<file path="src/core/ltssm_pkg.sv">
// Constants and types for the receiver-detect quiet and polling link trainer
package ltssm_pkg;

  localparam int unsigned CLK_HZ = 50_000_000;
  localparam int unsigned CYC_PER_US = CLK_HZ / 1_000_000;
  localparam int unsigned CYC_PER_MS = CLK_HZ / 1_000;

  // Times in their own units
  localparam int unsigned T_QUIET_MS = 12;
  localparam int unsigned T_LFPS_MS = 360;
  localparam int unsigned T_TRAIN_MS = 12;
  localparam int unsigned T_IDLE_MS = 2;
  localparam int unsigned T_LFPS_OP_US = 80;
  localparam int unsigned T_EQ_SKIP_US = 30;

  // Cycle counts; whole numbers at 50 MHz, so no rounding applies
  localparam int unsigned QUIET_CYC = T_QUIET_MS * CYC_PER_MS;
  localparam int unsigned LFPS_CYC = T_LFPS_MS * CYC_PER_MS;
  localparam int unsigned TRAIN_CYC = T_TRAIN_MS * CYC_PER_MS;
  localparam int unsigned IDLE_CYC = T_IDLE_MS * CYC_PER_MS;
  localparam int unsigned LFPS_OP_CYC = T_LFPS_OP_US * CYC_PER_US;
  localparam int unsigned EQ_SKIP_CYC = T_EQ_SKIP_US * CYC_PER_US;

  localparam int TIMER_W = 25;
  localparam int SETTLE_W = 13;

  // Handshake counts
  localparam logic [16:0] LFPS_TX_MIN = 17'h00010;
  localparam logic [16:0] TSEQ_TX_CNT = 17'h10000;
  localparam logic [3:0] LFPS_RX_MIN = 4'h2;
  localparam logic [4:0] LFPS_AFT_MIN = 5'h04;
  localparam logic [3:0] TS_RX_MIN = 4'h8;
  localparam logic [4:0] TS2_AFT_MIN = 5'h10;
  localparam logic [3:0] IDLE_RX_MIN = 4'h8;
  localparam logic [4:0] IDLE_AFT_MIN = 5'h10;

  // Register map, byte addresses
  localparam logic [7:0] CTRL_OFS = 8'h00;
  localparam logic [7:0] STAT_OFS = 8'h04;
  localparam logic [31:0] CTRL_RST = 32'h00000000;
  localparam int CTRL_ROLE_LSB = 0;
  localparam int CTRL_DISABLE_BIT = 2;
  localparam int CTRL_WARM_BIT = 3;
  localparam int CTRL_HOT_BIT = 4;
  localparam int CTRL_LOOP_BIT = 5;
  localparam int CTRL_SCR_OFF_BIT = 6;
  localparam int CTRL_LB_CAP_BIT = 7;
  localparam int CTRL_RESTART_BIT = 8;
  localparam int STAT_TRAINED_BIT = 16;
  localparam int STAT_SCR_BIT = 17;
  localparam int STAT_LB_SLAVE_BIT = 18;

  localparam logic [1:0] ROLE_DOWN = 2'h0;
  localparam logic [1:0] ROLE_HUB_UP = 2'h1;
  localparam logic [1:0] ROLE_PERIPH = 2'h2;

  typedef enum logic [11:0] {
    ST_DETECT = 12'h001,
    ST_QUIET = 12'h002,
    ST_LFPS = 12'h004,
    ST_RXEQ = 12'h008,
    ST_ACTIVE = 12'h010,
    ST_CONFIG = 12'h020,
    ST_IDLE = 12'h040,
    ST_U0 = 12'h080,
    ST_LOOPBACK = 12'h100,
    ST_HOT_RESET = 12'h200,
    ST_COMPLIANCE = 12'h400,
    ST_DISABLED = 12'h800
  } lt_state_t;

  typedef struct packed {
    logic reset;
    logic loopback;
    logic scr_off;
  } link_cfg_t;

  typedef struct packed {
    logic is_ts2;
    link_cfg_t cfg;
  } ts_rx_t;

  typedef struct packed {
    logic lb_cap;
    logic scr_off;
    logic loopback;
    logic hot_reset;
    logic warm_reset;
    logic disable_req;
    logic [1:0] role;
  } ctrl_t;

  // One-cycle event pulses, plus the phy_ready level, from the lane logic, same clock
  typedef struct packed {
    logic lfps_sent;
    logic lfps_rcvd;
    logic lfps_break;
    logic phy_ready;
    logic tseq_sent;
    logic ts_valid;
    logic ts_sent;
    logic idle_rcvd;
    logic idle_break;
    logic idle_sent;
    logic term_found;
    logic term_absent;
    logic warm_det;
  } phy_ev_t;

  typedef struct packed {
    logic det_en;
    logic lfps_rx_en;
    logic lfps_op;
    logic lfps_tx_en;
    logic polarity_en;
    logic eq_train;
    logic tseq_tx;
    logic ts1_tx;
    logic ts2_tx;
    link_cfg_t ts2_cfg;
    logic idle_tx;
    logic hsn_rx_en;
    logic scramble_en;
    logic lb_slave;
    logic link_err_clr;
    logic port_cfg_dflt;
  } phy_ctl_t;

endpackage

</file>
<file path="src/core/link_trainer.sv">
// Link trainer: detect quiet substate and polling substates with register slave
//
// Function
// - Quiet detect: termination detect off, 12 ms timer, then back to active detect.
// - Downstream port goes disabled when directed in quiet and polling substates.
// - Directed warm reset (downstream) or detected warm reset (upstream) returns to detect.
// - Polling LFPS: receiver on, operating within 80 us, 360 ms timer, PHY ready.
// - Exit LFPS after 16 sent, 2 consecutive received, 4 sent after first received.
// - LFPS timeout without ever completing handshake since power-on enters compliance.
// - LFPS timeout after earlier training: detect, or disabled for a peripheral.
// - Equalization substate: polarity correction on, TSEQ sent, equalizer trained while in it.
// - Equalizer ignores the first 30 us of received TSEQ.
// - Leave equalization after 65536 consecutive TSEQ sets sent.
// - Active substate: 12 ms timer, TS1 sent, receiver trains.
// - Advance to configuration after eight consecutive identical TS1 or TS2.
// - Active or configuration timeout: detect, or disabled for a peripheral.
// - Configuration: 12 ms timer, TS2 with reset (downstream only), loopback, scramble-off bits when directed.
// - Exit configuration after eight identical TS2 received, sixteen sent after first.
// - Idle decodes TS2; downstream clears error count, upstream restores defaults.
// - Scrambling on by default, off if directed or TS2 asked for it.
// - Idle: 2 ms timer, idle symbols toward U0, sequence adverts accepted, timeout fallback.
// - Loopback master when directed and capable; slave when TS2 loopback bit set.
// - Hot reset when directed (downstream) or TS2 reset bit set (upstream).
// - Enter U0 after eight idle symbols received, sixteen sent after first received.
//
// Decided for this implementation: the register offsets and register access over Wishbone.
`timescale 1ns/1ps
module link_trainer #(
  parameter logic [24:0] QUIET_CYC = 25'(ltssm_pkg::QUIET_CYC),
  parameter logic [24:0] LFPS_CYC = 25'(ltssm_pkg::LFPS_CYC),
  parameter logic [24:0] TRAIN_CYC = 25'(ltssm_pkg::TRAIN_CYC),
  parameter logic [24:0] IDLE_CYC = 25'(ltssm_pkg::IDLE_CYC)
) (
  input wire logic clk_i,
  input wire logic rst_i,
  input wire logic wb_cyc_i,
  input wire logic wb_stb_i,
  input wire logic wb_we_i,
  input wire logic [7:0] wb_adr_i,
  input wire logic [3:0] wb_sel_i,
  input wire logic [31:0] wb_dat_i,
  output logic [31:0] wb_dat_o,
  output logic wb_ack_o,
  input wire ltssm_pkg::phy_ev_t ev_i,
  input wire ltssm_pkg::ts_rx_t ts_rx_i,
  output ltssm_pkg::phy_ctl_t ctl_o,
  output ltssm_pkg::lt_state_t state_o
);

  typedef struct packed {
    ltssm_pkg::lt_state_t st;
    logic [ltssm_pkg::TIMER_W-1:0] timer;
    logic [ltssm_pkg::SETTLE_W-1:0] settle;
    logic [16:0] txcnt;
    logic [3:0] rxcnt;
    logic [4:0] aftcnt;
    logic seen_first;
    ltssm_pkg::ts_rx_t last_ts;
    ltssm_pkg::link_cfg_t rx_cfg;
    logic trained_once;
    ltssm_pkg::ctrl_t ctrl;
    logic restart;
    logic ack;
    logic [31:0] rdata;
    ltssm_pkg::phy_ctl_t o;
  } core_t;

  core_t s;
  core_t next_s;

  logic [31:0] ctrl_word;
  logic [31:0] wr_word;
  logic [24:0] lim;
  logic expire;
  logic down;
  logic periph;
  logic warm;
  logic dis;
  logic bus_req;
  logic lfps_ok;
  ltssm_pkg::lt_state_t fail_st;

  always_comb begin
    down = s.ctrl.role == ltssm_pkg::ROLE_DOWN;
    periph = s.ctrl.role == ltssm_pkg::ROLE_PERIPH;
    warm = down ? s.ctrl.warm_reset : ev_i.warm_det;
    dis = down & s.ctrl.disable_req;
    fail_st = periph ? ltssm_pkg::ST_DISABLED : ltssm_pkg::ST_DETECT;
    case (s.st)
      ltssm_pkg::ST_QUIET: lim = QUIET_CYC;
      ltssm_pkg::ST_LFPS: lim = LFPS_CYC;
      ltssm_pkg::ST_ACTIVE: lim = TRAIN_CYC;
      ltssm_pkg::ST_CONFIG: lim = TRAIN_CYC;
      ltssm_pkg::ST_IDLE: lim = IDLE_CYC;
      default: lim = QUIET_CYC;
    endcase
    expire = s.timer == lim - 25'h0000001;
    ctrl_word = {23'h000000, s.restart, s.ctrl};
    wr_word = ctrl_word;
    for (int b = 0; b < 4; b++) begin
      if (wb_sel_i[b]) begin
        wr_word[b*8 +: 8] = wb_dat_i[b*8 +: 8];
      end
    end
    bus_req = wb_cyc_i & wb_stb_i & ~s.ack;
    // handshake exit, gated by PHY ready and settle time
    lfps_ok = (s.txcnt >= ltssm_pkg::LFPS_TX_MIN) & (s.rxcnt >= ltssm_pkg::LFPS_RX_MIN)
      & (s.aftcnt >= ltssm_pkg::LFPS_AFT_MIN) & ev_i.phy_ready & s.o.lfps_op;
  end

  always_comb begin
    next_s = s;
    next_s.restart = 1'b0;
    next_s.ack = bus_req;
    next_s.timer = expire ? s.timer : s.timer + 25'h0000001;
    if (s.settle != {ltssm_pkg::SETTLE_W{1'b1}}) begin
      next_s.settle = s.settle + 13'h0001;
    end

    // Register slave; unmapped reads answer zero
    if (bus_req) begin
      next_s.rdata = 32'h00000000;
      if (wb_adr_i == ltssm_pkg::CTRL_OFS) begin
        next_s.rdata = ctrl_word;
        if (wb_we_i) begin
          next_s.ctrl = wr_word[7:0];
          next_s.restart = wr_word[ltssm_pkg::CTRL_RESTART_BIT];
        end
      end else if (wb_adr_i == ltssm_pkg::STAT_OFS) begin
        next_s.rdata[11:0] = s.st;
        next_s.rdata[ltssm_pkg::STAT_TRAINED_BIT] = s.trained_once;
        next_s.rdata[ltssm_pkg::STAT_SCR_BIT] = s.o.scramble_en;
        next_s.rdata[ltssm_pkg::STAT_LB_SLAVE_BIT] = s.o.lb_slave;
      end
    end

    case (s.st)
      ltssm_pkg::ST_DETECT: begin
        if (dis) begin
          next_s.st = ltssm_pkg::ST_DISABLED;
        end else if (ev_i.term_found) begin
          next_s.st = ltssm_pkg::ST_LFPS;
        end else if (ev_i.term_absent) begin
          next_s.st = ltssm_pkg::ST_QUIET;
        end
      end
      ltssm_pkg::ST_QUIET: begin
        if (dis) begin
          next_s.st = ltssm_pkg::ST_DISABLED;
        end else if (warm) begin
          next_s.st = ltssm_pkg::ST_DETECT;
        end else if (expire) begin
          // quiet timer back to active detect
          next_s.st = ltssm_pkg::ST_DETECT;
        end
      end
      ltssm_pkg::ST_LFPS: begin
        if (ev_i.lfps_sent && s.txcnt < ltssm_pkg::LFPS_TX_MIN) begin
          next_s.txcnt = s.txcnt + 17'h00001;
        end
        if (ev_i.lfps_break) begin
          next_s.rxcnt = 4'h0;
        end else if (ev_i.lfps_rcvd && s.rxcnt < ltssm_pkg::LFPS_RX_MIN) begin
          next_s.rxcnt = s.rxcnt + 4'h1;
        end
        if (ev_i.lfps_rcvd) begin
          next_s.seen_first = 1'b1;
        end
        if (ev_i.lfps_sent && s.seen_first && s.aftcnt < ltssm_pkg::LFPS_AFT_MIN) begin
          next_s.aftcnt = s.aftcnt + 5'h01;
        end
        if (dis) begin
          next_s.st = ltssm_pkg::ST_DISABLED;
        end else if (warm) begin
          next_s.st = ltssm_pkg::ST_DETECT;
        end else if (lfps_ok) begin
          next_s.trained_once = 1'b1;
          next_s.st = ltssm_pkg::ST_RXEQ;
        end else if (expire) begin
          // first failure means a test load
          next_s.st = s.trained_once ? fail_st : ltssm_pkg::ST_COMPLIANCE;
        end
      end
      ltssm_pkg::ST_RXEQ: begin
        if (ev_i.tseq_sent) begin
          next_s.txcnt = s.txcnt + 17'h00001;
        end
        if (dis) begin
          next_s.st = ltssm_pkg::ST_DISABLED;
        end else if (warm) begin
          next_s.st = ltssm_pkg::ST_DETECT;
        end else if (s.txcnt == ltssm_pkg::TSEQ_TX_CNT) begin
          next_s.st = ltssm_pkg::ST_ACTIVE;
        end
      end
      ltssm_pkg::ST_ACTIVE, ltssm_pkg::ST_CONFIG: begin
        if (ts_rx_i.is_ts2 || s.st == ltssm_pkg::ST_ACTIVE) begin
          if (ev_i.ts_valid) begin
            next_s.last_ts = ts_rx_i;
            if (s.rxcnt != 4'h0 && ts_rx_i == s.last_ts) begin
              if (s.rxcnt < ltssm_pkg::TS_RX_MIN) begin
                next_s.rxcnt = s.rxcnt + 4'h1;
              end
            end else begin
              next_s.rxcnt = 4'h1;
              next_s.aftcnt = 5'h00;
              next_s.seen_first = 1'b1;
            end
          end
        end else if (ev_i.ts_valid) begin
          next_s.rxcnt = 4'h0;
          next_s.seen_first = 1'b0;
        end
        // TS2 sent after first of the run
        if (ev_i.ts_sent && s.seen_first && !(ev_i.ts_valid && next_s.rxcnt == 4'h1)
            && s.aftcnt < ltssm_pkg::TS2_AFT_MIN) begin
          next_s.aftcnt = s.aftcnt + 5'h01;
        end
        if (dis) begin
          next_s.st = ltssm_pkg::ST_DISABLED;
        end else if (warm) begin
          next_s.st = ltssm_pkg::ST_DETECT;
        end else if (s.st == ltssm_pkg::ST_ACTIVE && s.rxcnt == ltssm_pkg::TS_RX_MIN) begin
          next_s.st = ltssm_pkg::ST_CONFIG;
        end else if (s.st == ltssm_pkg::ST_CONFIG && s.rxcnt == ltssm_pkg::TS_RX_MIN
            && s.aftcnt >= ltssm_pkg::TS2_AFT_MIN) begin
          next_s.rx_cfg = s.last_ts.cfg;
          next_s.st = ltssm_pkg::ST_IDLE;
        end else if (expire) begin
          next_s.st = fail_st;
        end
      end
      ltssm_pkg::ST_IDLE: begin
        if (ev_i.idle_break) begin
          next_s.rxcnt = 4'h0;
        end else if (ev_i.idle_rcvd && s.rxcnt < ltssm_pkg::IDLE_RX_MIN) begin
          next_s.rxcnt = s.rxcnt + 4'h1;
        end
        if (ev_i.idle_rcvd) begin
          next_s.seen_first = 1'b1;
        end
        if (ev_i.idle_sent && s.seen_first && s.aftcnt < ltssm_pkg::IDLE_AFT_MIN) begin
          next_s.aftcnt = s.aftcnt + 5'h01;
        end
        if (dis) begin
          next_s.st = ltssm_pkg::ST_DISABLED;
        end else if (warm) begin
          next_s.st = ltssm_pkg::ST_DETECT;
        end else if ((s.ctrl.loopback && s.ctrl.lb_cap) || s.rx_cfg.loopback) begin
          next_s.st = ltssm_pkg::ST_LOOPBACK;
        end else if (down ? s.ctrl.hot_reset : s.rx_cfg.reset) begin
          next_s.st = ltssm_pkg::ST_HOT_RESET;
        end else if (s.rxcnt == ltssm_pkg::IDLE_RX_MIN && s.aftcnt >= ltssm_pkg::IDLE_AFT_MIN) begin
          next_s.st = ltssm_pkg::ST_U0;
        end else if (expire) begin
          next_s.st = fail_st;
        end
      end
      ltssm_pkg::ST_DISABLED: begin
        if (s.restart) begin
          next_s.st = ltssm_pkg::ST_DETECT;
        end
      end
      default: begin
        // Later states belong to other logic; warm reset or software restart retrains
        if (warm || s.restart) begin
          next_s.st = ltssm_pkg::ST_DETECT;
        end
      end
    endcase

    // Fresh timers and counters on every substate entry
    if (next_s.st != s.st) begin
      next_s.timer = '0;
      next_s.settle = '0;
      next_s.txcnt = '0;
      next_s.rxcnt = '0;
      next_s.aftcnt = '0;
      next_s.seen_first = 1'b0;
    end

    // Registered outputs follow the next state
    next_s.o.det_en = next_s.st == ltssm_pkg::ST_DETECT;
    next_s.o.lfps_rx_en = next_s.st == ltssm_pkg::ST_LFPS;
    next_s.o.lfps_op = next_s.o.lfps_rx_en && next_s.settle >= 13'(ltssm_pkg::LFPS_OP_CYC);
    next_s.o.lfps_tx_en = next_s.o.lfps_op;
    next_s.o.polarity_en = next_s.st == ltssm_pkg::ST_RXEQ;
    next_s.o.tseq_tx = next_s.st == ltssm_pkg::ST_RXEQ;
    next_s.o.eq_train = next_s.o.tseq_tx && next_s.settle >= 13'(ltssm_pkg::EQ_SKIP_CYC);
    next_s.o.ts1_tx = next_s.st == ltssm_pkg::ST_ACTIVE;
    next_s.o.ts2_tx = next_s.st == ltssm_pkg::ST_CONFIG;
    next_s.o.ts2_cfg.reset = down & next_s.ctrl.hot_reset;
    next_s.o.ts2_cfg.loopback = next_s.ctrl.loopback;
    next_s.o.ts2_cfg.scr_off = next_s.ctrl.scr_off;
    // idle symbols only when heading to U0
    next_s.o.idle_tx = next_s.st == ltssm_pkg::ST_IDLE && !next_s.rx_cfg.loopback
      && !(next_s.ctrl.loopback && next_s.ctrl.lb_cap)
      && !(down ? next_s.ctrl.hot_reset : next_s.rx_cfg.reset);
    next_s.o.hsn_rx_en = next_s.st == ltssm_pkg::ST_IDLE;
    next_s.o.link_err_clr = next_s.st == ltssm_pkg::ST_IDLE && s.st != ltssm_pkg::ST_IDLE && down;
    next_s.o.port_cfg_dflt = next_s.st == ltssm_pkg::ST_IDLE && s.st != ltssm_pkg::ST_IDLE && !down;
    if (next_s.st == ltssm_pkg::ST_IDLE && s.st != ltssm_pkg::ST_IDLE) begin
      next_s.o.scramble_en = !(s.ctrl.scr_off || s.last_ts.cfg.scr_off);
    end
    if (next_s.st == ltssm_pkg::ST_LOOPBACK && s.st == ltssm_pkg::ST_IDLE) begin
      next_s.o.lb_slave = !(s.ctrl.loopback && s.ctrl.lb_cap);
    end
    if (next_s.st == ltssm_pkg::ST_DETECT) begin
      next_s.o.lb_slave = 1'b0;
    end
  end

  always_ff @(posedge clk_i) begin
    if (rst_i) begin
      s <= '0;
      s.st <= ltssm_pkg::ST_DETECT;
      s.ctrl <= ltssm_pkg::CTRL_RST[7:0];
      s.o.det_en <= 1'b1;
      s.o.scramble_en <= 1'b1;
    end else begin
      s <= next_s;
    end
  end

  assign wb_dat_o = s.rdata;
  assign wb_ack_o = s.ack;
  assign ctl_o = s.o;
  assign state_o = s.st;

endmodule // link_trainer

</file>
<file path="config.mk">
export PLATFORM = sky130hd
export DESIGN_NAME = link_trainer
export DESIGN_NICKNAME = d
export VERILOG_FILES = /design/src/core/ltssm_pkg.sv /design/src/core/link_trainer.sv
export SDC_FILE = /design/constraint.sdc
export NUM_CORES = 1
export LEC_CHECK = 0
export BUFFER_PORTS_ARGS = -buffer_cell sky130_fd_sc_hd__buf_2
export CAP_MARGIN = 40
export CELL_PAD_IN_SITES_DETAIL_PLACEMENT = 2
export CELL_PAD_IN_SITES_GLOBAL_PLACEMENT = 2
export CORE_MARGIN = 2
export CORE_UTILIZATION = 37
export CTS_BUF_LIST = sky130_fd_sc_hd__clkbuf_8
export DETAILED_ROUTE_END_ITERATION = 16
export PLACE_DENSITY_LB_ADDON = 0.3
export SKIP_LAST_GASP = 1
export SYNTH_ARGS = -nofsm -noshare
export SYNTH_HDL_FRONTEND = slang
export SYNTH_SLANG_ARGS = --single-unit
</file>
<file path="constraint.sdc">
create_clock -name clk_i -period 4.5 [get_ports clk_i]
set_input_delay 0.45 -clock clk_i [delete_from_list [all_inputs] [get_ports clk_i]]
set_output_delay 0.45 -clock clk_i [all_outputs]
set_load 0.03 [all_outputs]
</file>
==> impl_metrics.tcl <==
set metrics [dict create \
    run_status "complete, no violations" \
    grt_pass1_vias 7277 \
    clk_path_buf_depth 2 \
    power.internal_w 0.00195 \
    fill_cells 2297 \
    ant_nets 0 \
    relSlewSlack_pct 34.6 \
    io_buffers 86 \
    grt_max_degree 56 \
    critPathLaunch "state_o[10]" \
    initial_core_util_pct 37.9 \
    synth_edf_count 0 \
    final-max-slew-violation-count 0 \
    hold_buffers 0 \
    synthCells 910 \
    post_cts_buffers 0 \
    grtUsageTotal_pct 23.5 \
    drive_gt1_share_pct 18.7 \
    clkLatencyLatePin_ns 0.47 \
    worst-path-max-fanout 17 \
    die_area_um2 21200 \
    cap_violations 0 \
    arrival_ns 4.36 \
    synthArstFlopShare_pct 0 \
    ios 129 \
    period_needed_ns 4.01 \
    antenna_cells 0 \
    drtPass1Iterations 6 \
    die_w_um 146 \
    worst_slew_pin_slew_ns 0.973 \
    comb_power_share_pct 32.9 \
    dp_hpwl_um 18600 \
    post_cts_resized 0 \
    switchingPower_w 0.00121 \
    worst-setup-path-type "flop to flop" \
    swShare_pct 38.4 \
    synth_ff_type "dfxtp_1" \
    num_vias 6988 \
    cts_tree "built" \
    cts.sinks 123 \
    ff2ff_path_depth 9 \
    placed_area_um2 7780 \
    rsz0062_at_grt "no" \
    finalPower_w 0.00316 \
    antenna_found_initial 0 \
    grt.overflow.total 0 \
    cp-end-kind "flop" \
    fin_area_um2 8160 \
    area_growth_pct 9.95 \
    wl_um 24900 \
    path_clk_slew_ns 0.08 \
    cts_inserted_buffers 17 \
    clockPowerShare_pct 31.0 \
    utilization_pct 41.6 \
    grt_pass1_wl_um 40000 \
    r2r-end "ctl_o[14]" \
    hold_ws_ns 0.221 \
    cts_root_buf "clkbuf_8" \
    h-tree-depth 4 \
    fp.dieH_um 146 \
    gp_congestion 0.931 \
    r2r_slack_ns 0.49 \
    critPathRequiredTime_ns 4.85 \
    syn_area_um2 7420 \
    fp-row-count 51 \
    drc 0 \
    power.leakage_nw 3.16 \
    layout.nets 1034 \
    r2r-start "state_o[10]" \
    crit_path_end "ctl_o[14]" \
    setup_viol 0 \
    setup_tns_ns 0 \
    vdd_drop_max_uv 210 \
    synth-warning-count 0 \
    power_density_nw_per_um2 387 \
    skew_ns 0.0124 \
    ys_seq_area_share_pct 33.2 \
    max_freq_mhz 249 \
    core_area_um2 19600 \
    period_share_pct 89.2 \
    ys_ff_latch 123 \
    startpoint_type "flop" \
    synthDistinctLibCells 82 \
    avgRoutedWirePerCell_um 20.2 \
    hold_violations 0 \
    drt_iter0_drc 393 \
    seqPwrFrac_pct 36.1 \
    synth_area_per_cell_um2 8.15 \
    viasPerCell 5.67 \
    hold_class "primary input to flop" \
]
-- how the worst min path moves through the flow --
stage	to	slack (ns)	from	cells after the start
2_1_floorplan	s[67]	0.44	s[67]	2
3_3_place_gp	s[67]	0.46	s[67]	2
3_5_place_dp	s[67]	0.47	s[67]	2
4_1_cts	ctl_o[6]	0.21	wb_dat_i[6]	3
5_1_grt	ctrl_word[0]	0.22	wb_dat_i[0]	3
6_report	ctl_o[6]	0.22	wb_dat_i[6]	3
-- layer usage --
layer / global-route usage [%] / part of all wire, % / vias to the layer above / wire length (um)
li1: - / - / 3270 / -
met1: 31.0 / 45 / 3512 / 11200
met2: 39.3 / 49 / 175 / 12100
met3: 4.23 / 4.8 / 31 / 1200
met4: 6.81 / 1.5 / 0 / 363
met5: 0 / 0 / - / 0
-- power by group through the flow --
stage	registers [W]	clock network (W)	logic [W]
after global placement	0.00116	0	0.00102
after detailed placement	0.00116	0	0.00103
after global routing	0.00114	0.00106	0.00112
final	0.00114	0.000978	0.00104
after CTS	0.00114	0.00101	0.00103
after floorplan	0.00117	0	0.000777
-- synth_stat cells, drive strengths merged (4+ instances only) --
master	instances	area share, %
nor2	142	7.2
dfxtp	123	33
buf	79	8.0
nand2	69	3.5
nand3	40	2.7
a21oi	38	2.7
xor2	33	3.9
o21ai	25	1.7
nor3	24	2.0
xnor2	24	2.8
clkbuf	23	1.2
nor4	23	2.5
inv	22	1.1
nand4	21	1.8
mux2i	20	2.7
and3	16	1.3
a31oi	13	1.1
a22oi	11	1.1
ha	11	1.9
a211oi	10	1.1
mux2	10	1.5
nand2b	8	0.67
nor2b	8	0.67
nor4b	8	1.1
a32oi	6	0.71
nor3b	6	0.61
o211ai	6	0.61
or4	6	0.71
nand3b	5	0.51
o21a	5	0.51
o22ai	5	0.42
o31ai	5	0.51
or3	4	0.34
or3b	4	0.47
or4b	4	0.54
-- area by class of cell --
type | instances | area (um^2) | area share, %
clock buffers | 18 | 248 | 3.04
well taps | 265 | 332 | 4.06
clock inverters | 12 | 128 | 1.56
multi-input cells | 679 | 4260 | 52.2
inverters | 22 | 82.6 | 1.01
flip-flops and latches | 123 | 2460 | 30.2
repair buffers | 114 | 651 | 7.98
-- worst max-delay path, cell delays in order, from the launching register on --
cell       delay (ns)
dfxtp_1          0.43
or4_1            0.70
o31ai_1          0.33
a31oi_1          0.14
or4_4            0.56
nor3_4           0.63
o211ai_1         0.22
a21oi_2          0.34
nand4bb_1        0.19
a2111oi_2        0.35
-- registers in the layout, summed over array words and instances, names as in the netlist --
| register | flops |
|---|---|
| wb_ack_o | 1 |
| ctl_o | 16 |
| ctrl_word | 7 |
| s | 72 |
| state_o | 12 |
| wb_dat_o | 15 |
-- stage by stage --
| step | setup slack [ns] | cells |
|---|---|---|
| global route | 0.290 | 1233 |
| floorplan | 1.43 | 926 |
| detailed placement | 0.531 | 1203 |
| CTS | 0.527 | 1233 |
| finish | 0.488 | 1233 |
| global placement | 0.636 | 1201 |
-- cells by family (layout without fill, tap and decap cells) --
group                    count (synthesis)  count (layout)  share of synthesized area [%]
other                                    1              17                         0.0505
AO/OA/AOI/OAI                          159             159                           14.9
multiplexers                            30              30                           4.22
flip-flops                             123             123                           33.2
XOR/XNOR                                57              57                           6.73
buffers and inverters                  124             166                           10.3
AND/OR/NAND/NOR                        405             405                           28.8
adder cells (fa/ha/maj)                 11              11                           1.85
-- placed cells by master, fill, tap and decap left out, drive strengths merged, types with 8 or more instances in the layout --
| cell type | instances |
|---|---|
| nor4b | 8 |
| a22oi | 11 |
| nor2b | 8 |
| nand2b | 8 |
| nor2 | 142 |
| clkbuf | 18 |
| and3 | 16 |
| a31oi | 13 |
| mux2 | 10 |
| conb | 17 |
| nor3 | 24 |
| dfxtp | 123 |
| xor2 | 33 |
| o21ai | 25 |
| xnor2 | 24 |
| inv | 23 |
| a211oi | 10 |
| buf | 114 |
| a21oi | 38 |
| nand4 | 21 |
| nand3 | 40 |
| nor4 | 23 |
| ha | 11 |
| nand2 | 69 |
| mux2i | 20 |
(Power assumes the default switching activity.)
